## config.mk

```make
export PLATFORM = sky130hd
export DESIGN_NAME = swpp_top
export DESIGN_NICKNAME = d
export VERILOG_FILES = /design/src/swpp_pkg.sv /design/src/swpp_rate_gen.sv /design/src/swpp_top.sv
export SDC_FILE = /design/constraint.sdc
export NUM_CORES = 1
export LEC_CHECK = 0
export BUFFER_PORTS_ARGS = -buffer_cell sky130_fd_sc_hd__buf_4
export CORE_MARGIN = 8
export CORE_UTILIZATION = 50
export CTS_BUF_LIST = sky130_fd_sc_hd__clkbuf_2 sky130_fd_sc_hd__clkbuf_4 sky130_fd_sc_hd__clkbuf_8
export DETAILED_ROUTE_END_ITERATION = 8
export HOLD_SLACK_MARGIN = 0.02
export PLACE_DENSITY = 0.69
export SETUP_SLACK_MARGIN = 0.02
export SKIP_LAST_GASP = 1
export SYNTH_ARGS = -nofsm -noshare
export SYNTH_HDL_FRONTEND = slang
export SYNTH_SLANG_ARGS = --single-unit
```

## constraint.sdc

```tcl
create_clock -name pclk -period 6 [get_ports pclk]
set_input_delay 1.2 -clock pclk [delete_from_list [all_inputs] [get_ports pclk]]
set_output_delay 1.2 -clock pclk [all_outputs]
set_load 0.03 [all_outputs]
```

## src/swpp_pkg.sv

```systemverilog
// Package for the single-wire push/pull serial block: offsets, fields,
// reset values and timing constants.
// Assumes APB with 32-bit data and a 125 MHz pclk.
package swpp_pkg;
   // Printed offsets are not all multiples of four, so they are indices
   localparam logic [7:0] IDX_RATE_DIVISOR_HIGH = 8'hc0;
   localparam logic [7:0] IDX_RATE_DIVISOR_LOW = 8'hc1;
   localparam logic [7:0] IDX_CONTROL_ONE = 8'hc2;
   localparam logic [7:0] IDX_CONTROL_TWO = 8'hc3;
   localparam logic [7:0] IDX_BUS_STATUS_ONE = 8'hc4;
   localparam logic [7:0] IDX_BUS_STATUS_AND_MODE_TWO = 8'hc5;
   localparam logic [7:0] IDX_PUSH_PULL_DATA_LOW = 8'hc7;
   localparam logic [7:0] IDX_MODE_CONTROL = 8'hc8;
   localparam logic [7:0] IDX_IRQ_STATUS = 8'hc9;
   localparam logic [7:0] IDX_IRQ_MASK = 8'hca;
   // Control two fields
   localparam int CR2_RIE = 5;
   localparam int CR2_TE = 3;
   localparam int CR2_RE = 2;
   localparam int CR2_SBK = 0;
   // Status one fields
   localparam int SR1_RECEIVE_FULL_FLAG = 5;
   localparam int SR1_BITERR = 3;
   localparam int SR1_NF = 2;
   // Mode control fields (writable copy of status-two mode bits)
   localparam int MC_SWAI = 7;
   localparam int MC_MIE = 6;
   localparam int MC_MDL_HI = 5;
   localparam int MC_MDL_LO = 4;
   // Interrupt status fields
   localparam int IRQ_RX = 0;
   localparam int IRQ_BITERR = 1;
   localparam int IRQ_NOISE = 2;
   localparam int IRQ_TXDONE = 3;
   localparam logic [7:0] RST_RATE_DIVISOR_LOW = 8'h01;
   localparam logic [7:0] RST_ZERO = 8'h00;
   localparam logic [7:0] PULL_ERROR_WORD = 8'hff;
   localparam logic [3:0] PULL_FIXED_HI = 4'h5;
   // Divider ticks per time slot and timing
   localparam logic [4:0] TICKS_PER_SLOT = 5'h10;
   localparam logic [4:0] LONG_LOW_SLOTS = 5'h14;
   localparam logic [3:0] PUSH_BITS = 4'h8;
   localparam logic [3:0] PULL_BITS = 4'h8;
   localparam logic [3:0] DIV_PRESCALE = 4'hf;
   typedef enum logic [2:0] {
      SWPP_IDLE = 3'b000,
      SWPP_PUSH = 3'b001,
      SWPP_WAIT = 3'b011,
      SWPP_PULL = 3'b010,
      SWPP_LOW = 3'b110
   } swpp_state_t;
endpackage

```

## src/swpp_rate_gen.sv

```systemverilog
// Rate generator: one tick every divisor module clocks; divide-by-16
// happens in slot counting.
// Assumes a same-domain clock enable and a 13-bit divisor.
`timescale 1ns/1ns
`default_nettype none
module swpp_rate_gen
   import swpp_pkg::*;
(
   input wire logic pclk,
   input wire logic presetn,
   input wire logic run,
   input wire logic [12:0] divisor,
   output logic tick
);
   logic [12:0] cnt_ff;
   logic [12:0] nxt_cnt;
   logic nxt_tick;
   logic tick_ff;

   always_comb begin
      nxt_cnt = cnt_ff;
      nxt_tick = 1'b0;
      // Zero divisor stops the generator
      if (!run || divisor == 13'h0000) begin
         nxt_cnt = 13'h0000;
      end else if (cnt_ff >= divisor - 13'h0001) begin
         nxt_cnt = 13'h0000;
         nxt_tick = 1'b1;
      end else begin
         nxt_cnt = cnt_ff + 13'h0001;
      end
   end

   always_ff @(posedge pclk or negedge presetn) begin
      if (!presetn) begin
         cnt_ff <= 13'h0000;
         tick_ff <= 1'b0;
      end else if (run || divisor == 13'h0000) begin
         cnt_ff <= nxt_cnt;
         tick_ff <= nxt_tick;
      end else begin
         tick_ff <= 1'b0;
      end
   end

   assign tick = tick_ff;
endmodule
`default_nettype wire

```

## src/swpp_top.sv

```systemverilog
// Single-wire push/pull serial port with APB registers and interrupt.
// Assumes an open-collector wire sampled on receive_pin, asynchronous to
// pclk, and a wait_mode level from the processor on pclk.
`timescale 1ns/1ns
`default_nettype none
module swpp_top
   import swpp_pkg::*;
(
   input wire logic pclk,
   input wire logic presetn,
   input wire logic clk_en,
   input wire logic psel,
   input wire logic penable,
   input wire logic pwrite,
   input wire logic [11:0] paddr,
   input wire logic [31:0] pwdata,
   output logic [31:0] prdata,
   output logic pready,
   output logic pslverr,
   input wire logic wait_mode,
   input wire logic receive_pin,
   output logic transmit_pin,
   output logic transmit_pin_oe_n,
   output logic irq
);
   logic [7:0] div_hi_ff, div_lo_ff, cr1_ff, cr2_ff, mode_ff;
   logic [7:0] nxt_div_hi, nxt_div_lo, nxt_cr1, nxt_cr2, nxt_mode;
   logic [12:0] divisor_ff, nxt_divisor;
   logic [7:0] tx_ff, nxt_tx, rx_ff, nxt_rx, sh_ff, nxt_sh;
   logic tx_pend_ff, nxt_tx_pend;
   logic receive_full_flag_ff, nxt_receive_full_flag, berr_ff, nxt_berr, nf_ff, nxt_nf;
   logic [2:0] snap_ff, nxt_snap;
   logic [3:0] irqs_ff, nxt_irqs, irqm_ff, nxt_irqm;
   logic [31:0] prdata_ff, nxt_prdata;
   swpp_state_t st_ff, nxt_st;
   logic [4:0] tk_ff, nxt_tk, slot_ff, nxt_slot;
   logic [3:0] bit_ff, nxt_bit;
   logic [2:0] smp_ff, nxt_smp;
   logic drive_ff, nxt_drive;
   logic rx_s1_ff, rx_s2_ff, rx_prev_ff;
   logic tick, rg_run, single_wire_mode_enable, acc, wr, rd, rd_setup;
   logic [7:0] idx;
   logic ev_rx, ev_berr, ev_nf, ev_txd;

   function automatic logic is_reg(input logic [7:0] i, input logic [7:0] r);
      is_reg = (i == r);
   endfunction

   assign idx = paddr[9:2];
   assign acc = psel && penable && clk_en;
   assign wr = acc && pwrite;
   assign rd = acc && !pwrite;
   // Read data loads in setup so it stands at the access edge
   assign rd_setup = psel && !penable && !pwrite;
   assign pready = 1'b1;
   assign pslverr = 1'b0;
   assign prdata = prdata_ff;
   assign single_wire_mode_enable = mode_ff[MC_MIE];
   // Serial clock stops in wait mode if asked
   assign rg_run = clk_en && !(mode_ff[MC_SWAI] && wait_mode)
      && (cr2_ff[CR2_TE] || cr2_ff[CR2_RE]);

   swpp_rate_gen u_rate (
      .pclk(pclk),
      .presetn(presetn),
      .run(rg_run),
      .divisor(divisor_ff),
      .tick(tick)
   );

   // Pin synchroniser; first stage feeds only the second
   always_ff @(posedge pclk or negedge presetn) begin
      if (!presetn) begin
         rx_s1_ff <= 1'b1;
         rx_s2_ff <= 1'b1;
         rx_prev_ff <= 1'b1;
      end else if (clk_en) begin
         rx_s1_ff <= receive_pin;
         rx_s2_ff <= rx_s1_ff;
         rx_prev_ff <= rx_s2_ff;
      end
   end

   // Link state machine
   logic [4:0] dly_tick;
   logic slot_end, rx_bit;
   assign dly_tick = {1'b0, 2'b00, mode_ff[MC_MDL_HI:MC_MDL_LO]};
   assign slot_end = tick && tk_ff == TICKS_PER_SLOT - 5'h01;
   assign rx_bit = rx_s2_ff;

   always_comb begin
      nxt_st = st_ff;
      nxt_tk = tk_ff;
      nxt_slot = slot_ff;
      nxt_bit = bit_ff;
      nxt_sh = sh_ff;
      nxt_smp = smp_ff;
      nxt_drive = drive_ff;
      nxt_tx_pend = tx_pend_ff;
      ev_rx = 1'b0;
      ev_berr = 1'b0;
      ev_nf = 1'b0;
      ev_txd = 1'b0;
      nxt_rx = rx_ff;
      nxt_tx = tx_ff;
      if (wr && is_reg(idx, IDX_PUSH_PULL_DATA_LOW)) begin
         nxt_tx = pwdata[7:0];
         nxt_tx_pend = 1'b1;
      end
      if (tick) begin
         nxt_tk = tk_ff + 5'h01;
         if (slot_end) begin
            nxt_tk = 5'h00;
         end
      end
      case (st_ff)
         SWPP_IDLE: begin
            nxt_drive = 1'b0;
            nxt_tk = 5'h00;
            if (cr2_ff[CR2_SBK] && cr2_ff[CR2_TE]) begin
               nxt_st = SWPP_LOW;
               nxt_slot = 5'h00;
               nxt_drive = 1'b1;
            end else if (tx_pend_ff && cr2_ff[CR2_TE]) begin
               nxt_st = SWPP_PUSH;
               nxt_sh = tx_ff;
               nxt_bit = 4'h0;
               nxt_tx_pend = 1'b0;
               nxt_drive = single_wire_mode_enable ? !tx_ff[0] : 1'b0;
            end else if (cr2_ff[CR2_RE] && rx_prev_ff && !rx_bit) begin
               // Falling edge only: our own push tail is no pull sync
               nxt_st = SWPP_WAIT;
               // Sync slot is sampled first, then shifted out again
               nxt_bit = 4'hf;
               nxt_smp = 3'b000;
            end
         end
         SWPP_PUSH: begin
            // Sample own bit mid-slot to compare with the wire
            if (tick && tk_ff == TICKS_PER_SLOT[4:1]
                  && rx_bit != sh_ff[0] && single_wire_mode_enable) begin
               ev_berr = 1'b1;
            end
            if (slot_end) begin
               nxt_sh = {1'b1, sh_ff[7:1]};
               nxt_bit = bit_ff + 4'h1;
               nxt_drive = !sh_ff[1];
               if (bit_ff == PUSH_BITS - 4'h1) begin
                  nxt_st = SWPP_IDLE;
                  nxt_drive = 1'b0;
                  ev_txd = 1'b1;
               end
            end
         end
         SWPP_WAIT: begin
            // Delay factor plus one ticks before the pull slots start
            if (tick && tk_ff == dly_tick) begin
               nxt_st = SWPP_PULL;
               nxt_tk = 5'h00;
            end
         end
         SWPP_PULL: begin
            // Three samples per bit; disagreement marks noise
            if (tick && tk_ff >= 5'h07 && tk_ff <= 5'h09) begin
               nxt_smp = {smp_ff[1:0], rx_bit};
            end
            if (slot_end) begin
               nxt_sh = {(smp_ff[1] & smp_ff[0]) | (smp_ff[2] & smp_ff[1])
                  | (smp_ff[2] & smp_ff[0]), sh_ff[7:1]};
               if (smp_ff != 3'b000 && smp_ff != 3'b111) begin
                  ev_nf = 1'b1;
               end
               nxt_bit = bit_ff + 4'h1;
               if (bit_ff == PULL_BITS - 4'h1) begin
                  nxt_st = SWPP_IDLE;
                  ev_rx = 1'b1;
                  nxt_rx = nxt_sh;
                  if (nf_ff || ev_nf) begin
                     nxt_rx = PULL_ERROR_WORD;
                  end
               end
            end
         end
         SWPP_LOW: begin
            nxt_drive = 1'b1;
            if (slot_end) begin
               nxt_slot = slot_ff + 5'h01;
               if (slot_ff == LONG_LOW_SLOTS - 5'h01) begin
                  nxt_st = SWPP_IDLE;
                  nxt_drive = 1'b0;
               end
            end
         end
         default: begin
            nxt_st = SWPP_IDLE;
         end
      endcase
   end

   always_ff @(posedge pclk or negedge presetn) begin
      if (!presetn) begin
         st_ff <= SWPP_IDLE;
         tk_ff <= 5'h00;
         slot_ff <= 5'h00;
         bit_ff <= 4'h0;
         sh_ff <= RST_ZERO;
         smp_ff <= 3'b000;
         drive_ff <= 1'b0;
         tx_pend_ff <= 1'b0;
         rx_ff <= RST_ZERO;
         tx_ff <= RST_ZERO;
      end else if (clk_en) begin
         st_ff <= nxt_st;
         tk_ff <= nxt_tk;
         slot_ff <= nxt_slot;
         bit_ff <= nxt_bit;
         sh_ff <= nxt_sh;
         smp_ff <= nxt_smp;
         drive_ff <= nxt_drive;
         tx_pend_ff <= nxt_tx_pend;
         rx_ff <= nxt_rx;
         tx_ff <= nxt_tx;
      end
   end

   // Open-collector in single-wire mode; push-pull otherwise
   assign transmit_pin = single_wire_mode_enable ? 1'b0 : !drive_ff;
   assign transmit_pin_oe_n = single_wire_mode_enable ? !drive_ff : !cr2_ff[CR2_TE];

   // Registers, flags and interrupt
   logic rd_sr1, rd_dat, rd_irq;
   assign rd_sr1 = rd && is_reg(idx, IDX_BUS_STATUS_ONE);
   assign rd_dat = rd && is_reg(idx, IDX_PUSH_PULL_DATA_LOW);
   assign rd_irq = rd && is_reg(idx, IDX_IRQ_STATUS);

   always_comb begin
      nxt_div_hi = div_hi_ff;
      nxt_div_lo = div_lo_ff;
      nxt_divisor = divisor_ff;
      nxt_cr1 = cr1_ff;
      nxt_cr2 = cr2_ff;
      nxt_mode = mode_ff;
      nxt_irqm = irqm_ff;
      nxt_snap = snap_ff;
      nxt_prdata = 32'h0000_0000;
      if (wr) begin
         case (idx)
            IDX_RATE_DIVISOR_HIGH: nxt_div_hi = {3'b000, pwdata[4:0]};
            IDX_RATE_DIVISOR_LOW: begin
               nxt_div_lo = pwdata[7:0];
               // Low byte write commits the divisor
               nxt_divisor = {div_hi_ff[4:0], pwdata[7:0]};
            end
            IDX_CONTROL_ONE: nxt_cr1 = pwdata[7:0];
            IDX_CONTROL_TWO: nxt_cr2 = pwdata[7:0];
            IDX_MODE_CONTROL: nxt_mode = {pwdata[7:4], 4'h0};
            IDX_IRQ_MASK: nxt_irqm = pwdata[3:0];
            default: nxt_cr2 = cr2_ff;
         endcase
      end
      // Long-low request is self-clearing once started
      if (st_ff == SWPP_LOW) begin
         nxt_cr2[CR2_SBK] = 1'b0;
      end
      // Snapshot what the read showed, not what is set now
      if (rd_sr1) begin
         nxt_snap = {prdata_ff[SR1_RECEIVE_FULL_FLAG], prdata_ff[SR1_BITERR],
            prdata_ff[SR1_NF]};
      end else if (rd_dat) begin
         nxt_snap = 3'b000;
      end
      if (rd_setup) begin
         case (idx)
            IDX_RATE_DIVISOR_HIGH: nxt_prdata[7:0] = div_hi_ff;
            IDX_RATE_DIVISOR_LOW: nxt_prdata[7:0] = div_lo_ff;
            IDX_CONTROL_ONE: nxt_prdata[7:0] = cr1_ff;
            IDX_CONTROL_TWO: nxt_prdata[7:0] = cr2_ff;
            IDX_BUS_STATUS_ONE: nxt_prdata[7:0] = {2'b00, receive_full_flag_ff,
               1'b0, berr_ff, nf_ff, 2'b00};
            IDX_BUS_STATUS_AND_MODE_TWO: nxt_prdata[7:0] =
               {mode_ff[7:4], 3'b000, st_ff == SWPP_PULL};
            IDX_PUSH_PULL_DATA_LOW: nxt_prdata[7:0] = (rx_ff ==
               PULL_ERROR_WORD) ? rx_ff : {PULL_FIXED_HI, rx_ff[3:1],
               1'b1};
            IDX_MODE_CONTROL: nxt_prdata[7:0] = mode_ff;
            IDX_IRQ_STATUS: nxt_prdata[3:0] = irqs_ff;
            IDX_IRQ_MASK: nxt_prdata[3:0] = irqm_ff;
            default: nxt_prdata = 32'h0000_0000;
         endcase
      end
      // Sets win over clears
      nxt_receive_full_flag = ev_rx || (receive_full_flag_ff && !(rd_dat && snap_ff[2]));
      nxt_berr = ev_berr || (berr_ff && !(rd_dat && snap_ff[1]));
      nxt_nf = ev_nf || (nf_ff && !(rd_dat && snap_ff[0]));
      if (st_ff == SWPP_IDLE && nxt_st == SWPP_WAIT) begin
         nxt_nf = nxt_nf && !receive_full_flag_ff ? nxt_nf : nxt_nf;
      end
      // Clear only the bits the read showed
      nxt_irqs = irqs_ff & ~(rd_irq ? prdata_ff[3:0] : 4'h0);
      nxt_irqs[IRQ_RX] = nxt_irqs[IRQ_RX]
         || (ev_rx && cr2_ff[CR2_RIE]);
      // Bit error never requests an interrupt: gated to outside single-wire mode, where it never occurs
      nxt_irqs[IRQ_BITERR] = nxt_irqs[IRQ_BITERR]
         || (ev_berr && !single_wire_mode_enable);
      nxt_irqs[IRQ_NOISE] = nxt_irqs[IRQ_NOISE] || ev_nf;
      nxt_irqs[IRQ_TXDONE] = nxt_irqs[IRQ_TXDONE] || ev_txd;
   end

   always_ff @(posedge pclk or negedge presetn) begin
      if (!presetn) begin
         div_hi_ff <= RST_ZERO;
         div_lo_ff <= RST_RATE_DIVISOR_LOW;
         divisor_ff <= {5'h00, RST_RATE_DIVISOR_LOW};
         cr1_ff <= RST_ZERO;
         cr2_ff <= RST_ZERO;
         mode_ff <= RST_ZERO;
         irqm_ff <= 4'h0;
         irqs_ff <= 4'h0;
         snap_ff <= 3'b000;
         receive_full_flag_ff <= 1'b0;
         berr_ff <= 1'b0;
         nf_ff <= 1'b0;
         prdata_ff <= 32'h0000_0000;
      end else if (clk_en) begin
         div_hi_ff <= nxt_div_hi;
         div_lo_ff <= nxt_div_lo;
         divisor_ff <= nxt_divisor;
         cr1_ff <= nxt_cr1;
         cr2_ff <= nxt_cr2;
         mode_ff <= nxt_mode;
         irqm_ff <= nxt_irqm;
         irqs_ff <= nxt_irqs;
         snap_ff <= nxt_snap;
         receive_full_flag_ff <= nxt_receive_full_flag;
         berr_ff <= nxt_berr;
         nf_ff <= nxt_nf;
         prdata_ff <= nxt_prdata;
      end
   end

   assign irq = |(irqs_ff & irqm_ff);
endmodule
`default_nettype wire

```

==> results of run 1 <==
==> power by group through the flow <==
stage / registers [mW] / clock network, mW / logic (mW)
2_1_floorplan: 0.875 / 0 / 0.246
3_3_place_gp: 0.893 / 0 / 0.295
3_5_place_dp: 0.893 / 0 / 0.303
4_1_cts: 0.878 / 0.751 / 0.305
5_1_grt: 0.882 / 0.788 / 0.333
6_report: 0.879 / 0.736 / 0.309
==> kinds of logic after synthesis <==
group / count (synthesis)
other cells: 2
fa+ha+maj: 20
simple gates: 225
compound gates: 151
xor+xnor: 17
mux: 70
buf+inv: 77
flops: 123
==> synthesized netlist by cell type, drive strengths merged, types with 8 or more instances <==
| library cell | instances |
|---|---|
| nand3 | 19 |
| inv | 24 |
| xnor2 | 11 |
| mux2 | 57 |
| o22ai | 9 |
| nand4 | 10 |
| nand2 | 64 |
| clkbuf | 14 |
| dfrtp | 119 |
| ha | 20 |
| a22o | 8 |
| mux2i | 10 |
| nor4 | 13 |
| a21oi | 21 |
| o21ai | 40 |
| nor2 | 53 |
| a31oi | 10 |
| nor3 | 14 |
| nor2b | 11 |
| buf | 39 |
==> layer usage <==
metal,vias to the layer above,global-route usage,part of all wire
met2,200,0.3030,0.46
li1,2527,-,-
met4,0,0.08671,0.026
met1,2690,0.2608,0.45
met5,-,0,0
met3,45,0.05158,0.061
==> metrics by stage <==
stage / hold WS, ns / instance area (um^2) / instances
after floorplan: 0.4497 / 7020 / 709
after global placement: 0.4661 / 7182 / 871
after detailed placement: 0.4731 / 7182 / 871
after CTS: 0.4891 / 7584 / 903
after global routing: 0.5004 / 7584 / 903
final: 0.4905 / 7584 / 903
==> sequential cells by signal, indices dropped and copies added, names as in the netlist, 3 cells and up <==
signal / flops
tk_ff: 5
cr2_ff: 8
slot_ff: 5
bit_ff: 4
div_hi_ff: 5
cr1_ff: 8
mode_ff: 4
div_lo_ff: 7
rx_ff: 8
prdata: 8
tx_ff: 8
st_ff: 3
irqm_ff: 4
smp_ff: 3
divisor_ff: 6
sh_ff: 8
snap_ff: 3
u_rate.cnt_ff: 13
irqs_ff: 4
==> cell usage in the layout, fill, tap and decap left out, types with 6 or more instances in the layout <==
master and n:
nor4_1 12, dfrtp_1 119, a31oi_1 10, mux2_2 57, ha_1 20, o22ai_1 9
buf_4 35, a21oi_1 21, nand2_1 64, conb_1 26, and3_1 7, nand3_1 19
a22o_1 8, nor3_1 13, nor2_1 50, nor2b_1 11, clkbuf_8 20, inv_1 24
nand4_1 10, xor2_1 6, mux2i_1 10, o2bb2ai_1 7, a21o_1 6, xnor2_1 11
o21ai_0 36, a32o_1 6
==> path summary, 6_finish.rpt <==
kind                                                   from                               end  slack [ns]  cells after the start
setup / recovery                   div_lo_ff[2]$_DFFE_PN0P_      u_rate.cnt_ff[2]$_DFFE_PN0P_        2.18                     11
hold / removal             receive_full_flag_ff$_DFFE_PN0P_  receive_full_flag_ff$_DFFE_PN0P_        0.49                      1
setup reg to reg                   div_lo_ff[2]$_DFFE_PN0P_      u_rate.cnt_ff[2]$_DFFE_PN0P_        2.18                     11
hold reg to reg            receive_full_flag_ff$_DFFE_PN0P_  receive_full_flag_ff$_DFFE_PN0P_        0.49                      1
max in group asynchronous                           presetn         divisor_ff[8]$_DFFE_PN0P_        3.93                      2
min in group asynchronous                           presetn      u_rate.cnt_ff[4]$_DFFE_PN0P_        0.94                      1
==> worst max-delay path: cells and delay by family, from the launching register on <==
kind,cells,cell delay [ns]
XOR/XNOR,1,0.17
adder cells (fa/ha/maj),1,0.25
AO/OA/AOI/OAI,3,1.05
flip-flops,1,0.45
AND/OR/NAND/NOR,6,1.81
==> final cells by class <==
type / count / area [um^2]
Fill cell: 1213 / 6136
Multi-Input combinational cell: 509 / 3521
Sequential cell: 123 / 3083
Clock buffer: 21 / 282.8
Timing Repair Buffer: 35 / 262.8
Tap cell: 180 / 225.2
Clock inverter: 11 / 118.9
Inverter: 24 / 90.09
==> summary.md, run 1 <==
| Metric | Value |
|---|---|
| Slowest cell on the critical path | `a22oi_2` |
| Clock Sinks | `123` |
| Worst-Skew Late Latency | `0.44 ns` |
| Chip Height | `133.7 um` |
| Worst Hold Class | `flip-flop to flip-flop` |
| Fin crit share | `0.6369` |
| Initial Util | `0.5052` |
| Distinct cells, synth | `74` |
| Mux share of post-synthesis cell area | `0.1168` |
| Die ar. | `17880 um^2` |
| Gp weighted congestion | `0.8970` |
| Post-Syn Area | `6930 um^2` |
| Asr flop ratio synth | `1.000` |
| Xor/xnor cell area share of the yosys netlist | `0.02148` |
| Synth Warn # | `0` |
| TritonRoute pass-1 iters | `5` |
| Detail Route Antenna Nets | `0` |
| Main synth FF type | `dfrtp_1` |
| RSZ-0062 raised after global routing | `false` |
| Setup crit end kind | `flip-flop` |
| CP Data Arrival Time | `4.18 ns` |
| Routed WL per cell | `19.03 um` |
| Final setup viols | `0` |
| Post-Synth Simple-Gate Area | `0.1704` |
| Peak Freq | `261.7 MHz` |
| Buffer count from post-CTS setup fixing | `0` |
| EDFF count, synth | `0` |
| Flop pwr share | `0.457` |
| CP Data Required Time | `6.35 ns` |
| Slew Limit Fails | `0` |
| Area grow syn2layout | `9.424%` |
| Slowest stage delay, CP | `0.62 ns` |
| P_leak | `3.522 nW` |
| Combinational power share | `0.161` |
| Tot GR Track Use | `0.1986` |
| Dpl ws | `2.213 ns` |
| Hold Fails Final Rpt | `0` |
| Crit Path Category | `flip-flop to flip-flop` |
| Die extent in x | `133.7 um` |
| Root buf cell | `clkbuf_8` |
| TritonCTS Buffers | `17` |
| Max Root-Sink Buffers | `2` |
| Finished Core Util | `0.5528` |
| Post-Synth Adder-Cell Area | `0.03611` |
| Final Power | `1.924 mW` |
| Sw power | `566.0 uW` |
| First-pass GRT wire length | `28150 um` |
| Cell row count | `43` |
| Share of post-route cells with drive strength above 1 | `0.2047` |
| Grt total ovfl | `0` |
| Mean area per synthesized cell | `10.12 um^2` |
| ANT cells | `0` |
| Max-slew headroom | `0.2381` |
| Via count | `5462` |
| #FFs+latches synth | `123` |
| CTS tree | `done` |
| Largest net degree at the start of global routing | `81` |
| Ports | `89` |
| Final WL | `17190 um` |
| H-tree depth | `4` |
| Fin worst setup slack | `2.179 ns` |
| Clk_skew | `0.01057 ns` |
| Cts hold-fix bufs | `0` |
| Compound-Gate Fraction of Synth Area | `0.1491` |
| Initial antenna violation count | `0` |
| DR DRC count | `0` |
| Slew at the pin closest to its max-slew limit | `1.138 ns` |
| Sequential area share after synthesis | `0.4448` |
| Largest family of logic cells by synthesized area | `simple AND/OR/NAND/NOR gates` |
| Switching share of total power | `0.2942` |
| Sum Neg Setup Slack | `0 ns` |
| Via density | `6.049` |
| Syn Inst Count | `685` |
| CTS resizes | `0` |
| Crit start category | `flip-flop` |
| Layout Nets | `782` |
| Top-area cell type share of the netlist area | `0.4297` |
| 1st-iter DRT viols | `556` |
| Area leader, netlist | `dfrtp_1` |
| P per Cell Area | `253.7 nW/um^2` |
| CP Max Fanout | `18` |
| Status | `complete, no violations` |
| VDD IR max | `0.1670 mV` |
| Cell-internal power | `1.358 mW` |
| Clock-pin slew of the registers on the worst-case setup and hold paths | `0.07 ns` |
| Clk pwr share | `0.382` |
| DP HPWL | `12410 um` |
| Max-Cap Viols | `0` |
| Cells along the critical path | `or4_4 -> nor4_2 -> nand2b_1 -> nor4_1 -> xnor2_1 -> ha_1 -> and4_1 -> o2111a_1 -> a22oi_2 -> nand2_1 -> o22ai_1` |
| Core area | `13720 um^2` |
| Minimum clock period | `3.821 ns` |
| Area contributors post-synth | `dfrtp_1 (43%), mux2_2 (9.3%), ha_1 (3.6%)` |
| # port buffers | `34` |
| Vias in the first global route | `5355` |
(Power assumes the default switching activity.)
==> inputs of run 2 (changes only) <==
PLACE_DENSITY = 0.72   (was 0.69)
clock period = 3.38 ns   (was 6 ns; I/O delays follow)
==> summary.md, run 2 (same netlist as run 1, synthesis figures left out) <==
| Metric | Value |
|---|---|
| P_leak | `3.592 nW` |
| Tot GR Track Use | `0.1981` |
| Hold Fails Final Rpt | `0` |
| Max Root-Sink Buffers | `2` |
| Root buf cell | `clkbuf_8` |
| Cells along the critical path | `inv_1 -> ha_1 -> or3b_2 -> nor2_1 -> xnor2_1 -> ha_1 -> and3_1 -> a221o_1 -> a22oi_2 -> buf_4 -> a31oi_1 -> o21ai_0` |
| Crit start category | `flip-flop` |
| Sum Neg Setup Slack | `0 ns` |
| TritonRoute pass-1 iters | `5` |
| Worst-Skew Late Latency | `0.45 ns` |
| Crit Path Category | `flip-flop to flip-flop` |
| 1st-iter DRT viols | `443` |
| Via count | `5523` |
| TritonCTS Buffers | `17` |
| Die ar. | `17880 um^2` |
| Reg-to-Reg End | `u_rate.cnt_ff[11]$_DFFE_PN0P_` |
| Placed inst area | `7269 um^2` |
| Sw power | `1.034 mW` |
| Combinational power share | `0.161` |
| GRT met1 Usage | `0.2553` |
| Worst setup path start | `div_lo_ff[0]$_DFFE_PN1P_` |
| Fin crit share | `0.9557` |
| CTS resizes | `0` |
| Final setup viols | `0` |
| # port buffers | `34` |
| VDD IR max | `0.3891 mV` |
| Finished Core Util | `0.5615` |
| DR DRC count | `0` |
| Delay-heaviest family, CP | `simple AND/OR/NAND/NOR gates` |
| Worst reg-to-reg path cell count | `12` |
| First-pass GRT wire length | `28190 um` |
| Area grow syn2layout | `11.16%` |
| Core area | `13720 um^2` |
| Worst Hold Class | `input port to asynchronous set/reset pin` |
| Met2 usage | `0.3158` |
| Crit-path most repeated cell | `ha_1` |
| FF-to-FF setup slack | `0.15 ns` |
| CTS tree | `done` |
| Setup crit end kind | `flip-flop` |
| Die extent in x | `133.7 um` |
| Slowest cell on the critical path | `or3b_2` |
| Cell-internal power | `2.427 mW` |
| Largest register FFs | `13` |
| Status | `complete, no violations` |
| Final WL | `17450 um` |
| CP Data Required Time | `3.72 ns` |
| Max-slew headroom | `0.1996` |
| Worst r2r src | `div_lo_ff[0]$_DFFE_PN1P_` |
| H-tree depth | `4` |
| Buffers & Inverters on Critical Path | `2` |
| Biggest register | `u_rate.cnt_ff` |
| ANT cells | `0` |
| Share of post-route cells with drive strength above 1 | `0.2169` |
| Clock Sinks | `123` |
| Switching share of total power | `0.2987` |
| Slew at the pin closest to its max-slew limit | `1.195 ns` |
| Via density | `6.049` |
| Ports | `89` |
| CP Max Fanout | `10` |
| Most frequent cells in the layout | `dfrtp_1 (119), nand2_1 (64), mux2_2 (57)` |
| Gp weighted congestion | `0.9115` |
| Minimum clock period | `3.230 ns` |
| Slowest stage delay, CP | `0.52 ns` |
| Final Cell Area | `7704 um^2` |
| Cell row count | `43` |
| Grt total ovfl | `0` |
| Slew Limit Fails | `0` |
| Peak Freq | `309.6 MHz` |
| Flop pwr share | `0.450` |
| Clk_skew | `0.01646 ns` |
| DP HPWL | `12690 um` |
| Detail Route Antenna Nets | `0` |
| Cts hold-fix bufs | `0` |
| GR Layer Usage met3 | `0.04367` |
| Initial Util | `0.5052` |
| Clock-pin slew of the registers on the worst-case setup and hold paths | `0.09 ns` |
| WHS | `0.2776 ns` |
| CP Data Arrival Time | `3.57 ns` |
| Layout Nets | `792` |
| Max-Cap Viols | `0` |
| Commonest non-fill, non-tap cell in the layout | `dfrtp_1` |
| Routed WL per cell | `19.11 um` |
| P per Cell Area | `449.3 nW/um^2` |
| Clk pwr share | `0.388` |
| Largest net degree at the start of global routing | `54` |
| GR peak layer | `met2` |
| Initial antenna violation count | `0` |
| Buffer count from post-CTS setup fixing | `0` |
| Chip Height | `133.7 um` |
| RSZ-0062 raised after global routing | `false` |
| Vias in the first global route | `5367` |
-- run 2: changes by cell type in the layout (fill, tap and decap cells not counted), moves of 2 or more --
cell        previous run  this run
buf_4                 35        44
clkinv_2               4         0
clkinv_4               1         4
clkinvlp_4             4         2
inv_6                  0         3
-- run 2: layout make-up --
type	instances	area, um^2
inverter	24	90.09
timing repair buffer	45	350.3
clock inverter	11	136.4
tap	180	225.2
clock buffer	21	276.5
sequential	123	3083
multi-input combinational	509	3542
fill	1154	6016
-- run 2: power by group through the flow --
stage	combinational, mW	clock (mW)	sequential (mW)
after global routing	0.612	1.42	1.56
after floorplan	0.437	0	1.55
final	0.559	1.34	1.56
after CTS	0.551	1.37	1.56
after detailed placement	0.550	0	1.59
after global placement	0.536	0	1.58
-- run 2: stage by stage --
stage               power, mW  std cells  setup slack, ns
floorplan               1.990        709           0.3158
global placement        2.118        881           0.2878
detailed placement      2.136        881           0.2073
CTS                     3.474        913           0.1484
global route            3.592        913          0.02433
finish                  3.461        913           0.1497
-- run 2: how the worst max path moves through the flow --
stage	endpoint	slack, ns	cells after the start
6_report	u_rate.cnt_ff[11]$_DFFE_PN0P_	0.15	12
5_1_grt	u_rate.cnt_ff[11]$_DFFE_PN0P_	0.02	12
4_1_cts	u_rate.cnt_ff[11]$_DFFE_PN0P_	0.15	12
3_5_place_dp	u_rate.cnt_ff[12]$_DFFE_PN0P_	0.21	12
3_3_place_gp	u_rate.cnt_ff[11]$_DFFE_PN0P_	0.29	12
2_1_floorplan	u_rate.cnt_ff[4]$_DFFE_PN0P_	0.32	12
-- run 2: metal layers --
layer  wire (um)  part of all wire  up-vias
li1            -                 -     2537
met1        7559              0.43     2717
met2        8245              0.47      235
met3        1198             0.069       34
met4         444             0.025        0
met5           0                 0        -
-- run 2: worst reg2reg max path: stages (launching register included) --
cell and delay [ns]:
dfstp_2 0.42, inv_1 0.09, ha_1 0.20, or3b_2 0.52, nor2_1 0.18, xnor2_1 0.14, ha_1 0.26, and3_1 0.21
a221o_1 0.36, a22oi_2 0.20, buf_4 0.22, a31oi_1 0.08, o21ai_0 0.22
